File: src/hw/gtd_consts.vh
// Constants for the gated totalize and interval delay control block.
// Assumes a 40 MHz clock and a plain strobe-based register port.
`ifndef GTD_CONSTS_VH
`define GTD_CONSTS_VH
// Register offsets
`define OFS_CTRL        4'h0
`define OFS_DELAY_TIME  4'h1
`define OFS_APERTURE    4'h2
`define OFS_STATUS      4'h3
`define OFS_OPER_ENA    4'h4
`define OFS_QUES_ENA    4'h5
`define OFS_GATE_SRC    4'h6
// Control fields
`define CTRL_SRC_LSB    0
`define CTRL_SRC_MSB    1
`define CTRL_DLY_EN     2
`define CTRL_GATE_EN    3
`define CTRL_GATE_INV   4
`define CTRL_TI_MODE    5
`define CTRL_ABORT      6
`define CTRL_GATE_CH    7
// Timebase source codes
`define SRC_BACKPLANE   2'h0
`define SRC_INTERNAL    2'h1
`define SRC_EXTERNAL    2'h2
// Gate source codes
`define GATE_SRC_CH1    2'h1
`define GATE_SRC_CH2    2'h2
// Reset values, delay limits and error code
`define RST_DELAY_MS    17'h00064
`define RST_APERTURE    32'h00000000
`define MAX_DELAY_MS    17'h1869F
`define MIN_DELAY_MS    17'h00001
`define ERR_HW_MISSING  16'hFF0F
// Timing
`define CLK_HZ          40000000
`define TICK_MS_NS      1000000
`define CLK_NS          25
`define TICK_CYCLES     (`TICK_MS_NS / `CLK_NS)
`endif

File: src/hw/gated_totalize_delay_control.v
// Measurement control: timebase select, shared aperture, interval delay, gated totalize.
// Assumes register master on i_clk; channel and arm inputs are asynchronous.
//
// What this block does
// - One shared aperture setting; latest write is used by every measurement.
// - Timebase chosen from backplane, internal oscillator or external reference.
// - Reset selects the backplane timebase.
// - Absent source is refused and reports the hardware-missing error code.
// - With delay enabled, stop-arm events are ignored until delay elapses.
// - With delay disabled, stop-arm passes straight through, no inhibit.
// - Delay range 1 ms to 99.999 s, default 100 ms.
// - Delay held in whole milliseconds; fractions truncated.
// - Delay written while disabled is stored but changes nothing.
// - Delay time reads back regardless of enable.
// - Delay enable reads back as 1 or 0.
// - Delay acts only on time-interval measurements.
// - Gated totalize counts selected channel only while other channel gates.
// - Exactly one gate pulse is accumulated, then counting stops.
// - Gate active high under normal polarity, low under inverted.
// - Reset disables gated totalize and sets normal polarity.
// - Gate source reads channel one or channel two code.
// - Operation and questionable enables accept 0..32767 and reset to 0.
//
// Chosen here: strobed register access and the address map.
`default_nettype none
`include "gtd_consts.vh"
module gated_totalize_delay_control (
  input  wire        i_clk,
  input  wire        i_rst_b,
  input  wire [3:0]  i_addr,
  input  wire [31:0] i_wdata,
  input  wire        i_wr,
  input  wire        i_rd,
  output reg  [31:0] o_rdata,
  input  wire        i_int_osc_present,
  input  wire        i_ext_ref_present,
  input  wire        i_ch1,
  input  wire        i_ch2,
  input  wire        i_start_arm,
  input  wire        i_stop_arm,
  output reg  [1:0]  o_timebase_sel,
  output reg  [31:0] o_aperture,
  output reg         o_stop_arm,
  output reg  [31:0] o_total,
  output reg         o_gate_done,
  output reg         o_err_valid,
  output reg  [15:0] o_err_code
);
  // ********************************************************
  // Input synchronisers
  // ********************************************************
  // Presence, channel and arm pins are asynchronous to i_clk
  wire [5:0] pin_in = {i_int_osc_present, i_ext_ref_present, i_ch1, i_ch2, i_start_arm, i_stop_arm};
  wire [5:0] sync_r;
  genvar     gi;
  generate
    for (gi = 0; gi < 6; gi = gi + 1) begin : g_sync
      reg meta_r;
      reg sync_bit_r;
      // Only the second stage is read; the first may still be settling
      always @(posedge i_clk or negedge i_rst_b) begin
        if (!i_rst_b) begin
          meta_r     <= 1'b0;
          sync_bit_r <= 1'b0;
        end else begin
          meta_r     <= pin_in[gi];
          sync_bit_r <= meta_r;
        end
      end
      assign sync_r[gi] = sync_bit_r;
    end
  endgenerate
  wire int_ok   = sync_r[5];
  wire ext_ok   = sync_r[4];
  wire ch1_s    = sync_r[3];
  wire ch2_s    = sync_r[2];
  wire start_s  = sync_r[1];
  wire stop_s   = sync_r[0];
  reg  [3:0] prev_r;
  wire start_rise = start_s & ~prev_r[0];
  wire stop_rise  = stop_s & ~prev_r[1];

  // ********************************************************
  // Registers
  // ********************************************************
  reg [1:0]  src_r;
  reg        dly_en_r;
  reg        gate_en_r;
  reg        gate_inv_r;
  reg        ti_mode_r;
  reg        gate_ch_r;
  reg [16:0] dly_ms_r;
  reg [31:0] aper_r;
  reg [14:0] oper_ena_r;
  reg [14:0] ques_ena_r;
  reg        abort_r;
  wire wr_ctrl = i_wr && (i_addr == `OFS_CTRL);
  wire [1:0] new_src = i_wdata[`CTRL_SRC_MSB:`CTRL_SRC_LSB];
  wire src_ok = (new_src == `SRC_BACKPLANE) ||
                (new_src == `SRC_INTERNAL && int_ok) ||
                (new_src == `SRC_EXTERNAL && ext_ok);
  // Millisecond count already integral; clamp keeps the range
  reg [16:0] wr_ms;
  always @* begin
    if (i_wdata[31:17] != 15'h0000 || i_wdata[16:0] > `MAX_DELAY_MS) begin
      wr_ms = `MAX_DELAY_MS;
    end else if (i_wdata[16:0] < `MIN_DELAY_MS) begin
      wr_ms = `MIN_DELAY_MS;
    end else begin
      wr_ms = i_wdata[16:0];
    end
  end

  wire wr_dly  = i_wr && (i_addr == `OFS_DELAY_TIME);
  wire wr_aper = i_wr && (i_addr == `OFS_APERTURE);
  wire wr_oper = i_wr && (i_addr == `OFS_OPER_ENA);
  wire wr_ques = i_wr && (i_addr == `OFS_QUES_ENA);

  // ********************************************************
  // Timebase source and error report
  // ********************************************************
  always @(posedge i_clk or negedge i_rst_b) begin
    if (!i_rst_b) begin
      src_r       <= `SRC_BACKPLANE;
      o_err_valid <= 1'b0;
      o_err_code  <= 16'h0000;
    end else begin
      o_err_valid <= 1'b0;
      // A missing source is refused; previous timebase stays
      if (wr_ctrl && src_ok) begin
        src_r <= new_src;
      end
      if (wr_ctrl && !src_ok) begin
        o_err_valid <= 1'b1;
        o_err_code  <= `ERR_HW_MISSING;
      end
    end
  end

  // ********************************************************
  // Control bits
  // ********************************************************
  always @(posedge i_clk or negedge i_rst_b) begin
    if (!i_rst_b) begin
      dly_en_r   <= 1'b0;
      gate_en_r  <= 1'b0;
      gate_inv_r <= 1'b0;
      ti_mode_r  <= 1'b0;
      gate_ch_r  <= 1'b0;
      abort_r    <= 1'b0;
    end else begin
      // Abort is a one-cycle pulse and never reads back
      abort_r <= wr_ctrl & i_wdata[`CTRL_ABORT];
      if (wr_ctrl) begin
        dly_en_r   <= i_wdata[`CTRL_DLY_EN];
        gate_en_r  <= i_wdata[`CTRL_GATE_EN];
        gate_inv_r <= i_wdata[`CTRL_GATE_INV];
        ti_mode_r  <= i_wdata[`CTRL_TI_MODE];
        gate_ch_r  <= i_wdata[`CTRL_GATE_CH];
      end
    end
  end

  // ********************************************************
  // Delay time and aperture
  // ********************************************************
  always @(posedge i_clk or negedge i_rst_b) begin
    if (!i_rst_b) begin
      dly_ms_r <= `RST_DELAY_MS;
      aper_r   <= `RST_APERTURE;
    end else begin
      // Kept even while the delay is off; only the inhibit load and the readback read it
      if (wr_dly) begin
        dly_ms_r <= wr_ms;
      end
      if (wr_aper) begin
        aper_r <= i_wdata;
      end
    end
  end

  // ********************************************************
  // Status enable masks
  // ********************************************************
  always @(posedge i_clk or negedge i_rst_b) begin
    if (!i_rst_b) begin
      oper_ena_r <= 15'h0000;
      ques_ena_r <= 15'h0000;
    end else begin
      // Bit 15 does not exist, so 32767 is the largest mask
      if (wr_oper) begin
        oper_ena_r <= i_wdata[14:0];
      end
      if (wr_ques) begin
        ques_ena_r <= i_wdata[14:0];
      end
    end
  end

  // ********************************************************
  // Interval delay inhibit
  // ********************************************************
  reg [15:0] tick_r;
  reg [16:0] ms_left_r;
  reg        inhibit_r;
  wire tick = (tick_r == (`TICK_CYCLES - 1));
  // Inhibit only in interval mode with delay enabled
  wire start_load = start_rise && ti_mode_r && dly_en_r;

  // ********************************************************
  // Edge history
  // ********************************************************
  always @(posedge i_clk or negedge i_rst_b) begin
    if (!i_rst_b) begin
      prev_r <= 4'h0;
    end else begin
      prev_r <= {ch2_s, ch1_s, stop_s, start_s};
    end
  end

  // ********************************************************
  // Millisecond prescaler
  // ********************************************************
  // Restarting on a start arm makes the first millisecond a whole one
  always @(posedge i_clk or negedge i_rst_b) begin
    if (!i_rst_b) begin
      tick_r <= 16'h0000;
    end else if (start_load) begin
      tick_r <= 16'h0000;
    end else begin
      tick_r <= tick ? 16'h0000 : tick_r + 16'h0001;
    end
  end

  // ********************************************************
  // Delay countdown
  // ********************************************************
  always @(posedge i_clk or negedge i_rst_b) begin
    if (!i_rst_b) begin
      ms_left_r <= 17'h00000;
      inhibit_r <= 1'b0;
    end else begin
      if (start_load) begin
        ms_left_r <= dly_ms_r;
        inhibit_r <= 1'b1;
      end else if (inhibit_r && tick) begin
        if (ms_left_r == 17'h00001) begin
          inhibit_r <= 1'b0;
        end
        ms_left_r <= ms_left_r - 17'h00001;
      end
      // Abort ends the inhibit too, so a stale delay never blocks a new run
      if (abort_r || !dly_en_r) begin
        inhibit_r <= 1'b0;
      end
    end
  end

  // ********************************************************
  // Stop arm output
  // ********************************************************
  always @(posedge i_clk or negedge i_rst_b) begin
    if (!i_rst_b) begin
      o_stop_arm <= 1'b0;
    end else begin
      o_stop_arm <= stop_rise & ~(inhibit_r & dly_en_r & ti_mode_r);
    end
  end

  // ********************************************************
  // Gated totalize
  // ********************************************************
  localparam ST_IDLE = 3'b001;
  localparam ST_WAIT = 3'b010;
  localparam ST_DONE = 3'b100;
  reg [2:0] state_r;
  reg [2:0] state_nxt;
  // Gate from the opposite channel; edge seen on the other one
  wire gate_raw   = gate_ch_r ? ch2_s : ch1_s;
  wire gate_act   = gate_raw ^ gate_inv_r;
  wire cnt_raw    = gate_ch_r ? ch1_s : ch2_s;
  wire cnt_prev   = gate_ch_r ? prev_r[2] : prev_r[3];
  wire gate_prev  = (gate_ch_r ? prev_r[3] : prev_r[2]) ^ gate_inv_r;
  wire cnt_rise   = cnt_raw & ~cnt_prev;
  // ********************************************************
  // Gate state machine
  // ********************************************************
  always @* begin
    state_nxt = state_r;
    case (state_r)
      ST_IDLE: begin
        // Opens only on an inactive-to-active gate edge
        if (gate_en_r && gate_act && !gate_prev) begin
          state_nxt = ST_WAIT;
        end
      end
      ST_WAIT: begin
        if (!gate_act) begin
          state_nxt = ST_DONE;
        end
      end
      ST_DONE: begin
        // Later gate pulses are ignored until the host aborts or clears gate enable
        state_nxt = ST_DONE;
      end
      default: begin
        state_nxt = ST_IDLE;
      end
    endcase
    if (abort_r || !gate_en_r) begin
      state_nxt = ST_IDLE;
    end
  end

  // ********************************************************
  // Event count
  // ********************************************************
  reg [31:0] total_nxt;
  always @* begin
    total_nxt = o_total;
    if (abort_r) begin
      total_nxt = 32'h00000000;
    end else if (state_r == ST_WAIT && gate_act && cnt_rise) begin
      total_nxt = o_total + 32'h00000001;
    end
  end

  always @(posedge i_clk or negedge i_rst_b) begin
    if (!i_rst_b) begin
      state_r     <= ST_IDLE;
      o_total     <= 32'h00000000;
      o_gate_done <= 1'b0;
    end else begin
      state_r     <= state_nxt;
      o_gate_done <= (state_nxt == ST_DONE);
      o_total     <= total_nxt;
    end
  end

  // ********************************************************
  // Outputs and readback
  // ********************************************************
  reg [31:0] rdata_nxt;
  always @* begin
    rdata_nxt = 32'h00000000;
    if (i_rd) begin
      case (i_addr)
        `OFS_CTRL:       rdata_nxt = {24'h000000, gate_ch_r, 1'b0, ti_mode_r, gate_inv_r,
                                      gate_en_r, dly_en_r, src_r};
        `OFS_DELAY_TIME: rdata_nxt = {15'h0000, dly_ms_r};
        `OFS_APERTURE:   rdata_nxt = aper_r;
        `OFS_STATUS:     rdata_nxt = {27'h0000000, inhibit_r, state_r == ST_DONE,
                                      state_r == ST_WAIT, ext_ok, int_ok};
        `OFS_OPER_ENA:   rdata_nxt = {17'h00000, oper_ena_r};
        `OFS_QUES_ENA:   rdata_nxt = {17'h00000, ques_ena_r};
        `OFS_GATE_SRC:   rdata_nxt = {30'h00000000, gate_ch_r ? `GATE_SRC_CH2 : `GATE_SRC_CH1};
        // Unmapped indices read as zero
        default:         rdata_nxt = 32'h00000000;
      endcase
    end
  end

  always @(posedge i_clk or negedge i_rst_b) begin
    if (!i_rst_b) begin
      o_timebase_sel <= `SRC_BACKPLANE;
      o_aperture     <= `RST_APERTURE;
      o_rdata        <= 32'h00000000;
    end else begin
      o_timebase_sel <= src_r;
      o_aperture     <= aper_r;
      // Read data stand for one cycle, then fall back to zero
      o_rdata        <= rdata_nxt;
    end
  end
endmodule
`default_nettype wire

File: config.mk
export PLATFORM = sky130hd
export DESIGN_NAME = gated_totalize_delay_control
export DESIGN_NICKNAME = d
export VERILOG_FILES = /design/src/hw/gated_totalize_delay_control.v
export VERILOG_INCLUDE_DIRS = /design/src /design/src/hw
export SDC_FILE = /design/constraint.sdc
export NUM_CORES = 1
export LEC_CHECK = 0
export ABC_AREA = 1
export BUFFER_PORTS_ARGS = -buffer_cell sky130_fd_sc_hd__buf_2
export CAP_MARGIN = 10
export CORE_AREA = 8 8 202 204
export DETAILED_ROUTE_END_ITERATION = 6
export DIE_AREA = 0 0 210 212
export PLACE_DENSITY = 0.61
export SYNTH_ARGS = -nofsm -noshare
export SYNTH_HDL_FRONTEND = slang
export SYNTH_SLANG_ARGS = --single-unit
File: constraint.sdc
create_clock -name i_clk -period 1.4 [get_ports i_clk]
set_input_delay 0.07 -clock i_clk [delete_from_list [all_inputs] [get_ports i_clk]]
set_output_delay 0.07 -clock i_clk [all_outputs]
set_load 0.03 [all_outputs]
==> impl_metrics.env, run 1 <==
export IMPL_outcome="finished, violations left"
export IMPL_violations="negative setup slack"
export IMPL_rsz0062_at_grt="true"
export IMPL_cp_cell_sequence="inv_4 -> nand2_4 -> o21ai_4 -> inv_2 -> nor2_4 -> buf_12 -> buf_8 -> nand4_1 -> nand2_1"
export IMPL_clockBufferDepth=3
export IMPL_final_hold_viol_count=0
export IMPL_clock_latency_ps=570
export IMPL_avgSynthCellArea_um2=8.121
export IMPL_area_growth_pct=41.14
export IMPL_grt_pass1_vias=10280
export IMPL_syn_area_mm2=0.01108
export IMPL_worstPathRequired_ps=1890
export IMPL_clock_skew_final_ps=28.81
export IMPL_ios=163
export IMPL_drc=0
export IMPL_grt_max_degree=65
export IMPL_yosysMostFrequentCell="nand2_1"
export IMPL_first_iter_violations=514
export IMPL_start_util=0.2921
export IMPL_synth_edf_count=0
export IMPL_grt_overflow=0
export IMPL_cts_sinks=242
export IMPL_async_flop_share=1.000
export IMPL_regToRegSetupSlack_ps=-90
export IMPL_p_leak_nw=7.695
export IMPL_rows=72
export IMPL_fillers=3754
export IMPL_netlist_instances=1364
export IMPL_drive_gt1_frac=0.2923
export IMPL_rr_worst_depth=9
export IMPL_yosys_area_top_type="dfrtp_1"
export IMPL_grt_usage=0.1436
export IMPL_wl_um=32840
export IMPL_p_int_mw=14.14
export IMPL_die_w_um=210
export IMPL_synth_top_cells_by_count="421 x nand2_1, 238 x dfrtp_1, 167 x nor2_1"
export IMPL_netlist_top_cells_area="dfrtp_1 54%, nand2_1 14%, nor2_1 5.7%"
export IMPL_p_per_area_mw_per_mm2=1319
export IMPL_die_h_um=212
export IMPL_core_mm2=0.03793
export IMPL_postRouteAntennaNets=0
export IMPL_synth_warnings=0
export IMPL_viasPerCell=4.486
export IMPL_htreeDepth=1
export IMPL_end_kind="flop"
export IMPL_r2r_end="o_total[30]"
export IMPL_grt_pass1_wl_um=52580
export IMPL_ys_seq_elements=242
export IMPL_regToRegStartpoint="gate_ch_r"
export IMPL_ys_flop_type="dfrtp_1"
export IMPL_cp_arrival_ps=1980
export IMPL_final_cell_area_mm2=0.01563
export IMPL_total_power_mw=20.62
export IMPL_crit_buf_inv=4
export IMPL_cts_tree="done"
export IMPL_drv_cap=0
export IMPL_startpoint_type="flop"
export IMPL_swShare=0.3143
export IMPL_regArea_mm2=0.006082
export IMPL_clkTransAtPathRegs_ps=60
export IMPL_fmax_ghz=0.6727
export IMPL_clkPwrFrac=0.362
export IMPL_num_vias=10050
export IMPL_setup_ws_ps=-86.65
export IMPL_timing_final_crit_period_ps=1487
export IMPL_ir_drop_uv=989.6
export IMPL_finalCritPeriodShare=1.062
export IMPL_drv_slew=0
export IMPL_synth_seq_area_share=0.5472
export IMPL_gp_congestion=0.8981
export IMPL_root_buffer="clkbuf_16"
export IMPL_dpl_instance_area_mm2=0.01336
export IMPL_antenna_found_initial=1
export IMPL_numCtsBuffers=28
export IMPL_ys_types=42
export IMPL_crit_slowest_cell="dfrtp_2"
export IMPL_slowest_delay_ps=450
export IMPL_io_buffer_count=158
export IMPL_fin_nets=1751
export IMPL_synth_top_area_share=0.5377
export IMPL_dpl_hpwl_um=23260
export IMPL_path_class="reg -> reg"
export IMPL_dieArea_mm2=0.04452
export IMPL_path_delay_family="flip-flops"
export IMPL_combPwrFrac=0.218
export IMPL_setup_viol=47
export IMPL_dpl_worst_slack_ps=-136.6
export IMPL_min_path_type="in -> async"
export IMPL_crit_fanout=6
export IMPL_p_seq_frac=0.421
export IMPL_fin_tns_setup_ps=-2120
export IMPL_multi_input_area_mm2=0.004527
export IMPL_p_sw_mw=6.481
export IMPL_dr_pass1_iters=5
export IMPL_drt_wirelength_per_cell_um=14.66
## per-layer routing
layer | part of all wire | GRT usage
met5 | 0 | 0
met2 | 0.49 | 0.2438
met3 | 0.061 | 0.02698
met4 | 0.024 | 0.04350
met1 | 0.43 | 0.1843
## through the flow
| step | utilization | hold WS, ps | std cells |
|---|---|---|---|
| after floorplan | - | -225.6 | 1367 |
| after global placement | 0.3523 | 19.23 | 2117 |
| after detailed placement | 0.3523 | 17.53 | 2117 |
| after CTS | 0.3979 | 43.10 | 2226 |
| after global routing | 0.4122 | 70.08 | 2240 |
| final | 0.4122 | 39.38 | 2240 |
## repair_timing
action,in CTS,in global routing
endpoints found under the hold margin,353,0
endpoints found under the setup margin,86,113
hold buffers,44,0
setup buffers,15,14
gates resized for setup,76,135
pin swaps,23,50
cloned,0,3
## power groups by stage
stage	sequential [mW]	combinational [mW]	clock [mW]
floorplan	9.04	1.94	0
global placement	8.68	3.78	0
detailed placement	8.71	3.84	0
CTS	8.63	4.09	7.72
global route	8.79	4.97	7.97
finish	8.67	4.49	7.46
## state kept, by name (all words and copies together), names as in the netlist, 2 cells and up
signal and cells:
ques_ena_r 15, dly_ms_r 17, aper_r 32, state_r 3
g_sync.meta_r 6, prev_r 4, o_rdata 32, g_sync.sync_bit_r 3
o_total 32, src_r 2, o_timebase_sel 2, ms_left_r 17
tick_r 16, o_aperture 32, oper_ena_r 15
## logic make-up after synthesis
family          Yosys count  synth area share
compound gates          166           0.07952
simple gates            712            0.2660
fa+ha+maj                 4          0.004518
other cells               1         0.0003385
xor+xnor                 23           0.01819
flops                   242            0.5472
buf+inv                 216           0.08427
## cell type report
cell class	instances	share of cell area
repair buffers	352	0.1774
flip-flops and latches	242	0.3890
clock inverters	14	0.01168
diodes	1	0.0001601
inverters	167	0.04162
multi-input cells	909	0.2896
clock buffers	36	0.04866
well taps	518	0.04146
repair inverters	1	0.0004802
## how the worst max path moves through the flow
stage	cells past startpoint	start	slack [ps]	to
2_1_floorplan	10	o_total[1]	-110	o_total[18]
5_1_grt	9	gate_ch_r	-170	o_total[15]
3_5_place_dp	9	gate_ch_r	-140	o_total[14]
4_1_cts	9	tick_r[1]	-60	ms_left_r[14]
6_report	9	gate_ch_r	-90	o_total[30]
3_3_place_gp	9	gate_ch_r	-110	o_total[14]
## cell usage in the layout (no fill, tap or decap), types with 30 or more instances in the layout
master / n
nand2_1: 392
dfrtp_1: 221
inv_1: 147
nor2_1: 141
buf_2: 139
buf_4: 115
o21ai_0: 94
nand3_1: 53
dlygate4sd3_1: 44
buf_6: 34
a21oi_1: 32
clkbuf_16: 30
No activity file was read; power rests on OpenSTA's default activity.
==> inputs of run 2 (changes only) <==
--- a/config.mk
+++ b/config.mk
@@ -9,10 +9,12 @@
 export ABC_AREA = 1
 export BUFFER_PORTS_ARGS = -buffer_cell sky130_fd_sc_hd__buf_2
 export CAP_MARGIN = 10
-export CORE_AREA = 8 8 202 204
+export CELL_PAD_IN_SITES_DETAIL_PLACEMENT = 1
+export CELL_PAD_IN_SITES_GLOBAL_PLACEMENT = 1
+export CORE_AREA = 2 2 196 198
 export DETAILED_ROUTE_END_ITERATION = 6
-export DIE_AREA = 0 0 210 212
-export PLACE_DENSITY = 0.61
+export DIE_AREA = 0 0 198 200
+export PLACE_DENSITY = 0.73
 export SYNTH_ARGS = -nofsm -noshare
 export SYNTH_HDL_FRONTEND = slang
 export SYNTH_SLANG_ARGS = --single-unit
==> run 2 against run 1 <==
  * The run still ends with negative setup slack left
  * Clock skew down 7.5 ps
  * Largest power group unchanged
  * Critical endpoint is now o_total[16]
  * Global-route usage is 4.6 points higher
  * Clock power is 8.8% higher
  * Fmax decreased by 5.8%
  * First-iteration DRC count down 6.0%
==> impl_metrics.env, run 2 (synthesis gave the netlist of run 1 again) <==
export IMPL_outcome="finished, violations left"
export IMPL_violations="negative setup slack"
export IMPL_min_path_cells=5
export IMPL_clockBufferDepth=3
export IMPL_worstPathRequired_ps=1910
export IMPL_total_power_mw=21.49
export IMPL_io_buffer_count=158
export IMPL_regToRegStartpoint="o_total[7]"
export IMPL_min_path_type="in -> reg"
export IMPL_drt_wirelength_per_cell_um=16.93
export IMPL_finalNonFillerCells=2263
export IMPL_numCtsBuffers=29
export IMPL_regToRegSetupSlack_ps=-180
export IMPL_first_iter_violations=483
export IMPL_min_to="o_rdata[2]"
export IMPL_antenna_found_initial=1
export IMPL_core_mm2=0.03740
export IMPL_fin_util=0.4268
export IMPL_slowest_delay_ps=430
export IMPL_dr_pass1_iters=5
export IMPL_num_vias=10580
export IMPL_clock_skew_final_ps=21.34
export IMPL_startpoint_type="flop"
export IMPL_timing_final_crit_period_ps=1577
export IMPL_p_leak_nw=7.862
export IMPL_drv_cap=0
export IMPL_area_growth_pct=44.11
export IMPL_grt_pass1_wl_um=59370
export IMPL_cts_sinks=242
export IMPL_end_kind="flop"
export IMPL_die_h_um=200
export IMPL_clkTransAtPathRegs_ps=60
export IMPL_setup_ws_ps=-177.4
export IMPL_drc=0
export IMPL_grt_pass1_vias=11320
export IMPL_wl_um=38320
export IMPL_layout_common_cells="380 x nand2_1, 221 x dfrtp_1, 152 x inv_1"
export IMPL_cts_tree="done"
export IMPL_ios=163
export IMPL_fmax_ghz=0.6340
export IMPL_dpl_hpwl_um=26340
export IMPL_crit_slowest_cell="dfrtp_2"
export IMPL_gp_congestion=0.8851
export IMPL_root_buffer="clkbuf_16"
export IMPL_path_depth=7
export IMPL_setup_viol=53
export IMPL_p_per_area_mw_per_mm2=1346
export IMPL_mostFrequentLayoutCell="nand2_1"
export IMPL_min_from="i_addr[0]"
export IMPL_rr_worst_depth=7
export IMPL_dpl_worst_slack_ps=-179.4
export IMPL_final_cell_area_mm2=0.01596
export IMPL_grt_usage=0.1898
export IMPL_viasPerCell=4.677
export IMPL_path_class="reg -> reg"
export IMPL_postRouteAntennaNets=0
export IMPL_cp_arrival_ps=2090
export IMPL_rows=71
export IMPL_start_util=0.2962
export IMPL_die_w_um=198
export IMPL_htreeDepth=1
export IMPL_fin_hold_ws_ps=39.41
export IMPL_grt_max_degree=66
export IMPL_path_delay_family="simple AND/OR/NAND/NOR gates"
export IMPL_dp_cells=2129
export IMPL_fin_nets=1779
export IMPL_finalCritPeriodShare=1.127
export IMPL_fin_tns_setup_ps=-3586
export IMPL_ir_drop_uv=1023
export IMPL_drv_slew=0
export IMPL_clock_latency_ps=580
export IMPL_dpl_instance_area_mm2=0.01350
export IMPL_r2r_end="o_total[16]"
export IMPL_crit_buf_inv=0
export IMPL_crit_fanout=4
export IMPL_drive_gt1_frac=0.3147
export IMPL_grt_overflow=0
export IMPL_cp_cell_sequence="nand2_1 -> nor2_2 -> nand2_4 -> nor2_2 -> xor2_1 -> nand3_1 -> nand2_1"
export IMPL_rsz0062_at_grt="true"
export IMPL_dieArea_mm2=0.03960
export IMPL_final_hold_viol_count=0
[run 2: cell count changes in the layout (fill, tap and decap cells not counted), sizes merged]
cell / delta
clkinv: +3
bufinv: +2
dlygate4sd3: -2
clkinvlp: -4
buf: +28
inv: +3
[run 2: power by group]
part / total, mW / switching, mW / leakage, nW / internal, mW
sequential: 8.65 / 0.714 / 3.04 / 7.94
combinational: 4.71 / 2.88 / 4.30 / 1.83
clock: 8.12 / 3.18 / 0.516 / 4.94
[run 2: final cells by class]
| class | instances | area [um2] |
|---|---|---|
| repair buffers | 379 | 2963 |
| flip-flops and latches | 242 | 6082 |
| diodes | 1 | 2.502 |
| clock buffers | 35 | 788.3 |
| well taps | 511 | 639.4 |
| multi-input cells | 909 | 4586 |
| repair inverters | 1 | 16.27 |
| fillers | 4439 | 21440 |
| inverters | 167 | 644.4 |
| clock inverters | 18 | 241.5 |
[run 2: layer usage]
metal / track usage / up-vias / wire length, um
met3: 0.02991 / 83 / 1598
met5: 0 / - / 0
met4: 0.04985 / 0 / 1135
li1: - / 4998 / -
met1: 0.2325 / 5270 / 16080
met2: 0.3473 / 232 / 19510
[run 2: worst register-to-register path, cell delays in order (launching register included)]
cell and delay [ps]:
dfrtp_2 430, nand2_1 120, nor2_2 260, nand2_4 120, nor2_2 150, xor2_1 220
nand3_1 150, nand2_1 80
[run 2: what timing repair did]
| item | 4_1_cts | 5_1_grt |
|---|---|---|
| buffers inserted | 16 | 19 |
| gates resized for setup | 115 | 112 |
| endpoints found under the hold margin | 351 | 0 |
| pin swaps | 31 | 27 |
| cloned | 2 | 2 |
| endpoints found under the setup margin | 90 | 98 |
| hold buffers | 42 | 0 |
[run 2: worst max-delay path by stage]
stage	start	endpoint	slack [ps]
after floorplan	o_total[1]	o_total[18]	-110
after global placement	tick_r[0]	ms_left_r[12]	-60
after detailed placement	tick_r[1]	ms_left_r[12]	-180
after CTS	tick_r[1]	ms_left_r[12]	-110
after global routing	o_total[7]	o_total[16]	-260
final	o_total[7]	o_total[16]	-180
==> inputs of run 3 (changes only) <==
--- a/config.mk
+++ b/config.mk
@@ -7,14 +7,15 @@
 export NUM_CORES = 1
 export LEC_CHECK = 0
 export ABC_AREA = 1
-export BUFFER_PORTS_ARGS = -buffer_cell sky130_fd_sc_hd__buf_2
 export CAP_MARGIN = 10
 export CELL_PAD_IN_SITES_DETAIL_PLACEMENT = 1
 export CELL_PAD_IN_SITES_GLOBAL_PLACEMENT = 1
 export CORE_AREA = 2 2 196 198
 export DETAILED_ROUTE_END_ITERATION = 6
 export DIE_AREA = 0 0 198 200
-export PLACE_DENSITY = 0.73
+export DONT_BUFFER_PORTS = 1
+export PLACE_DENSITY = 0.68
+export SKIP_CTS_REPAIR_TIMING = 1
 export SYNTH_ARGS = -nofsm -noshare
 export SYNTH_HDL_FRONTEND = slang
 export SYNTH_SLANG_ARGS = --single-unit
==> run 3 against run 2 <==
  * The run ends with negative hold slack, negative setup slack left
  * Die area unchanged
  * Combinational power decreased by 27%
  * First-iteration DRC count fell by 3.7%
  * Total power is 3.4% lower
  * Clock skew is 12 ps higher
  * Sequential power increased by 6.0%
  * Critical endpoint is now o_total[17]
  * Highest routed layer unchanged
==> impl_metrics.env, run 3 (synthesis gave the netlist of run 1 again) <==
export IMPL_p_leak_nw=6.948
export IMPL_worstPathRequired_ps=1870
export IMPL_clkTransAtPathRegs_ps=70
export IMPL_ir_drop_uv=883.3
export IMPL_p_seq_frac=0.442
export IMPL_area_growth_pct=33.08
export IMPL_viasPerCell=4.620
export IMPL_grt_max_degree=243
export IMPL_dpl_hpwl_um=24110
export IMPL_cp_startpoint="gate_ch_r"
export IMPL_drv_cap=0
export IMPL_setup_ws_ps=-127.3
export IMPL_cp_arrival_ps=2000
export IMPL_total_power_mw=20.75
export IMPL_slew_limit_headroom=0.4057
export IMPL_finalNonFillerCells=2088
export IMPL_rows=71
export IMPL_finalCritPeriodShare=1.091
export IMPL_gp_congestion=0.8548
export IMPL_fillers=4406
export IMPL_fin_nets=1603
export IMPL_fin_tns_setup_ps=-5685
export IMPL_grt_pass1_vias=10020
export IMPL_die_w_um=198
export IMPL_grt_usage=0.1719
export IMPL_dpl_instance_area_mm2=0.01264
export IMPL_start_util=0.2962
export IMPL_worst_pin_slew_ps=891.5
export IMPL_crit_fanout=8
export IMPL_first_iter_violations=465
export IMPL_fin_util=0.3942
export IMPL_p_int_mw=14.32
export IMPL_grt_pass1_wl_um=53630
export IMPL_startpoint_type="flop"
export IMPL_drt_wirelength_per_cell_um=16.91
export IMPL_drv_slew=0
export IMPL_end_kind="flop"
export IMPL_num_vias=9646
export IMPL_cts_sinks=242
export IMPL_layout_common_cells="404 x nand2_1, 223 x dfrtp_1, 153 x inv_1"
export IMPL_drive_gt1_frac=0.2102
export IMPL_dp_cells=1971
export IMPL_clkPwrFrac=0.392
export IMPL_io_buffer_count=0
export IMPL_fmax_ghz=0.6547
export IMPL_final_hold_viol_count=246
export IMPL_p_sw_mw=6.425
export IMPL_mostFrequentLayoutCell="nand2_1"
export IMPL_min_path_type="in -> async"
export IMPL_ios=163
export IMPL_clockBufferDepth=3
export IMPL_dieArea_mm2=0.03960
export IMPL_rsz0062_at_grt="true"
export IMPL_p_per_area_mw_per_mm2=1407
export IMPL_regToRegStartpoint="gate_ch_r"
export IMPL_path_class="reg -> reg"
export IMPL_outcome="finished, violations left"
export IMPL_final_cell_area_mm2=0.01474
export IMPL_numCtsBuffers=28
export IMPL_dpl_worst_slack_ps=-178.8
export IMPL_timing_final_crit_period_ps=1527
export IMPL_htreeDepth=1
export IMPL_cts_tree="done"
export IMPL_combPwrFrac=0.167
export IMPL_clock_skew_final_ps=32.96
export IMPL_grt_overflow=0
export IMPL_die_h_um=200
export IMPL_root_buffer="clkbuf_16"
export IMPL_drc=0
export IMPL_swShare=0.3097
export IMPL_violations="negative hold slack, negative setup slack"
export IMPL_setup_viol=67
export IMPL_dr_pass1_iters=5
export IMPL_postRouteAntennaNets=0
export IMPL_fin_hold_ws_ps=-799.5
export IMPL_wl_um=35310
export IMPL_antenna_found_initial=2
export IMPL_clock_latency_ps=590
export IMPL_core_mm2=0.03740
-- run 3: cell types whose count changed in the layout (fill, tap and decap cells not counted), moves of 11 or more --
cell / previous run / this run
buf_2: 137 / 0
buf_4: 148 / 128
buf_6: 32 / 15
nand2_1: 380 / 404
nand2_2: 34 / 17
nor2_1: 134 / 145
-- run 3: layout make-up --
type	count	area (um2)	share of cell area
Inverter	167	648.1	0.04397
Clock inverter	17	261.5	0.01774
Multi-Input combinational cell	909	4441	0.3012
Timing Repair Buffer	205	1888	0.1281
Tap cell	511	639.4	0.04337
Antenna cell	2	5.005	0.0003395
Clock buffer	35	777.0	0.05271
Sequential cell	242	6082	0.4126
-- run 3: worst paths after layout --
kind | depth (start not counted) | slack, ps | to
setup / recovery | 10 | -130 | o_total[17]
hold reg to reg | 0 | 350 | g_sync[1].sync_bit_r
hold / removal | 0 | -800 | o_total[22]
min in group i_clk | 6 | -30 | o_rdata[1]
setup reg to reg | 10 | -130 | o_total[17]
max in group asynchronous | 0 | 1450 | o_rdata[28]
-- run 3: critical path, cell delays in order, from the launching register on --
cell,delay [ps]
dfrtp_2,450
inv_2,100
nand2_2,60
o21ai_2,160
inv_2,70
nor2_4,130
buf_12,140
buf_12,130
nand3_2,70
nand2_1,60
nor2_1,40
-- run 3: layer usage --
layer  wire [um]  vias up  share of wire  GRT usage
met5           0        -              0          0
met4         731        0          0.021    0.04818
met3        1618       45          0.046    0.03931
met2       17510      165           0.50     0.2986
met1       15450     4802           0.44     0.2148
li1            -     4634              -          -
-- run 3: power by group through the flow --
stage | Sequential (mW) | Clock [mW] | Combinational, mW
2_1_floorplan | 9.04 | 0 | 1.94
3_3_place_gp | 9.21 | 0 | 2.82
3_5_place_dp | 9.23 | 0 | 2.93
4_1_cts | 9.13 | 8.33 | 2.97
5_1_grt | 9.29 | 8.63 | 3.90
6_report | 9.17 | 8.12 | 3.46
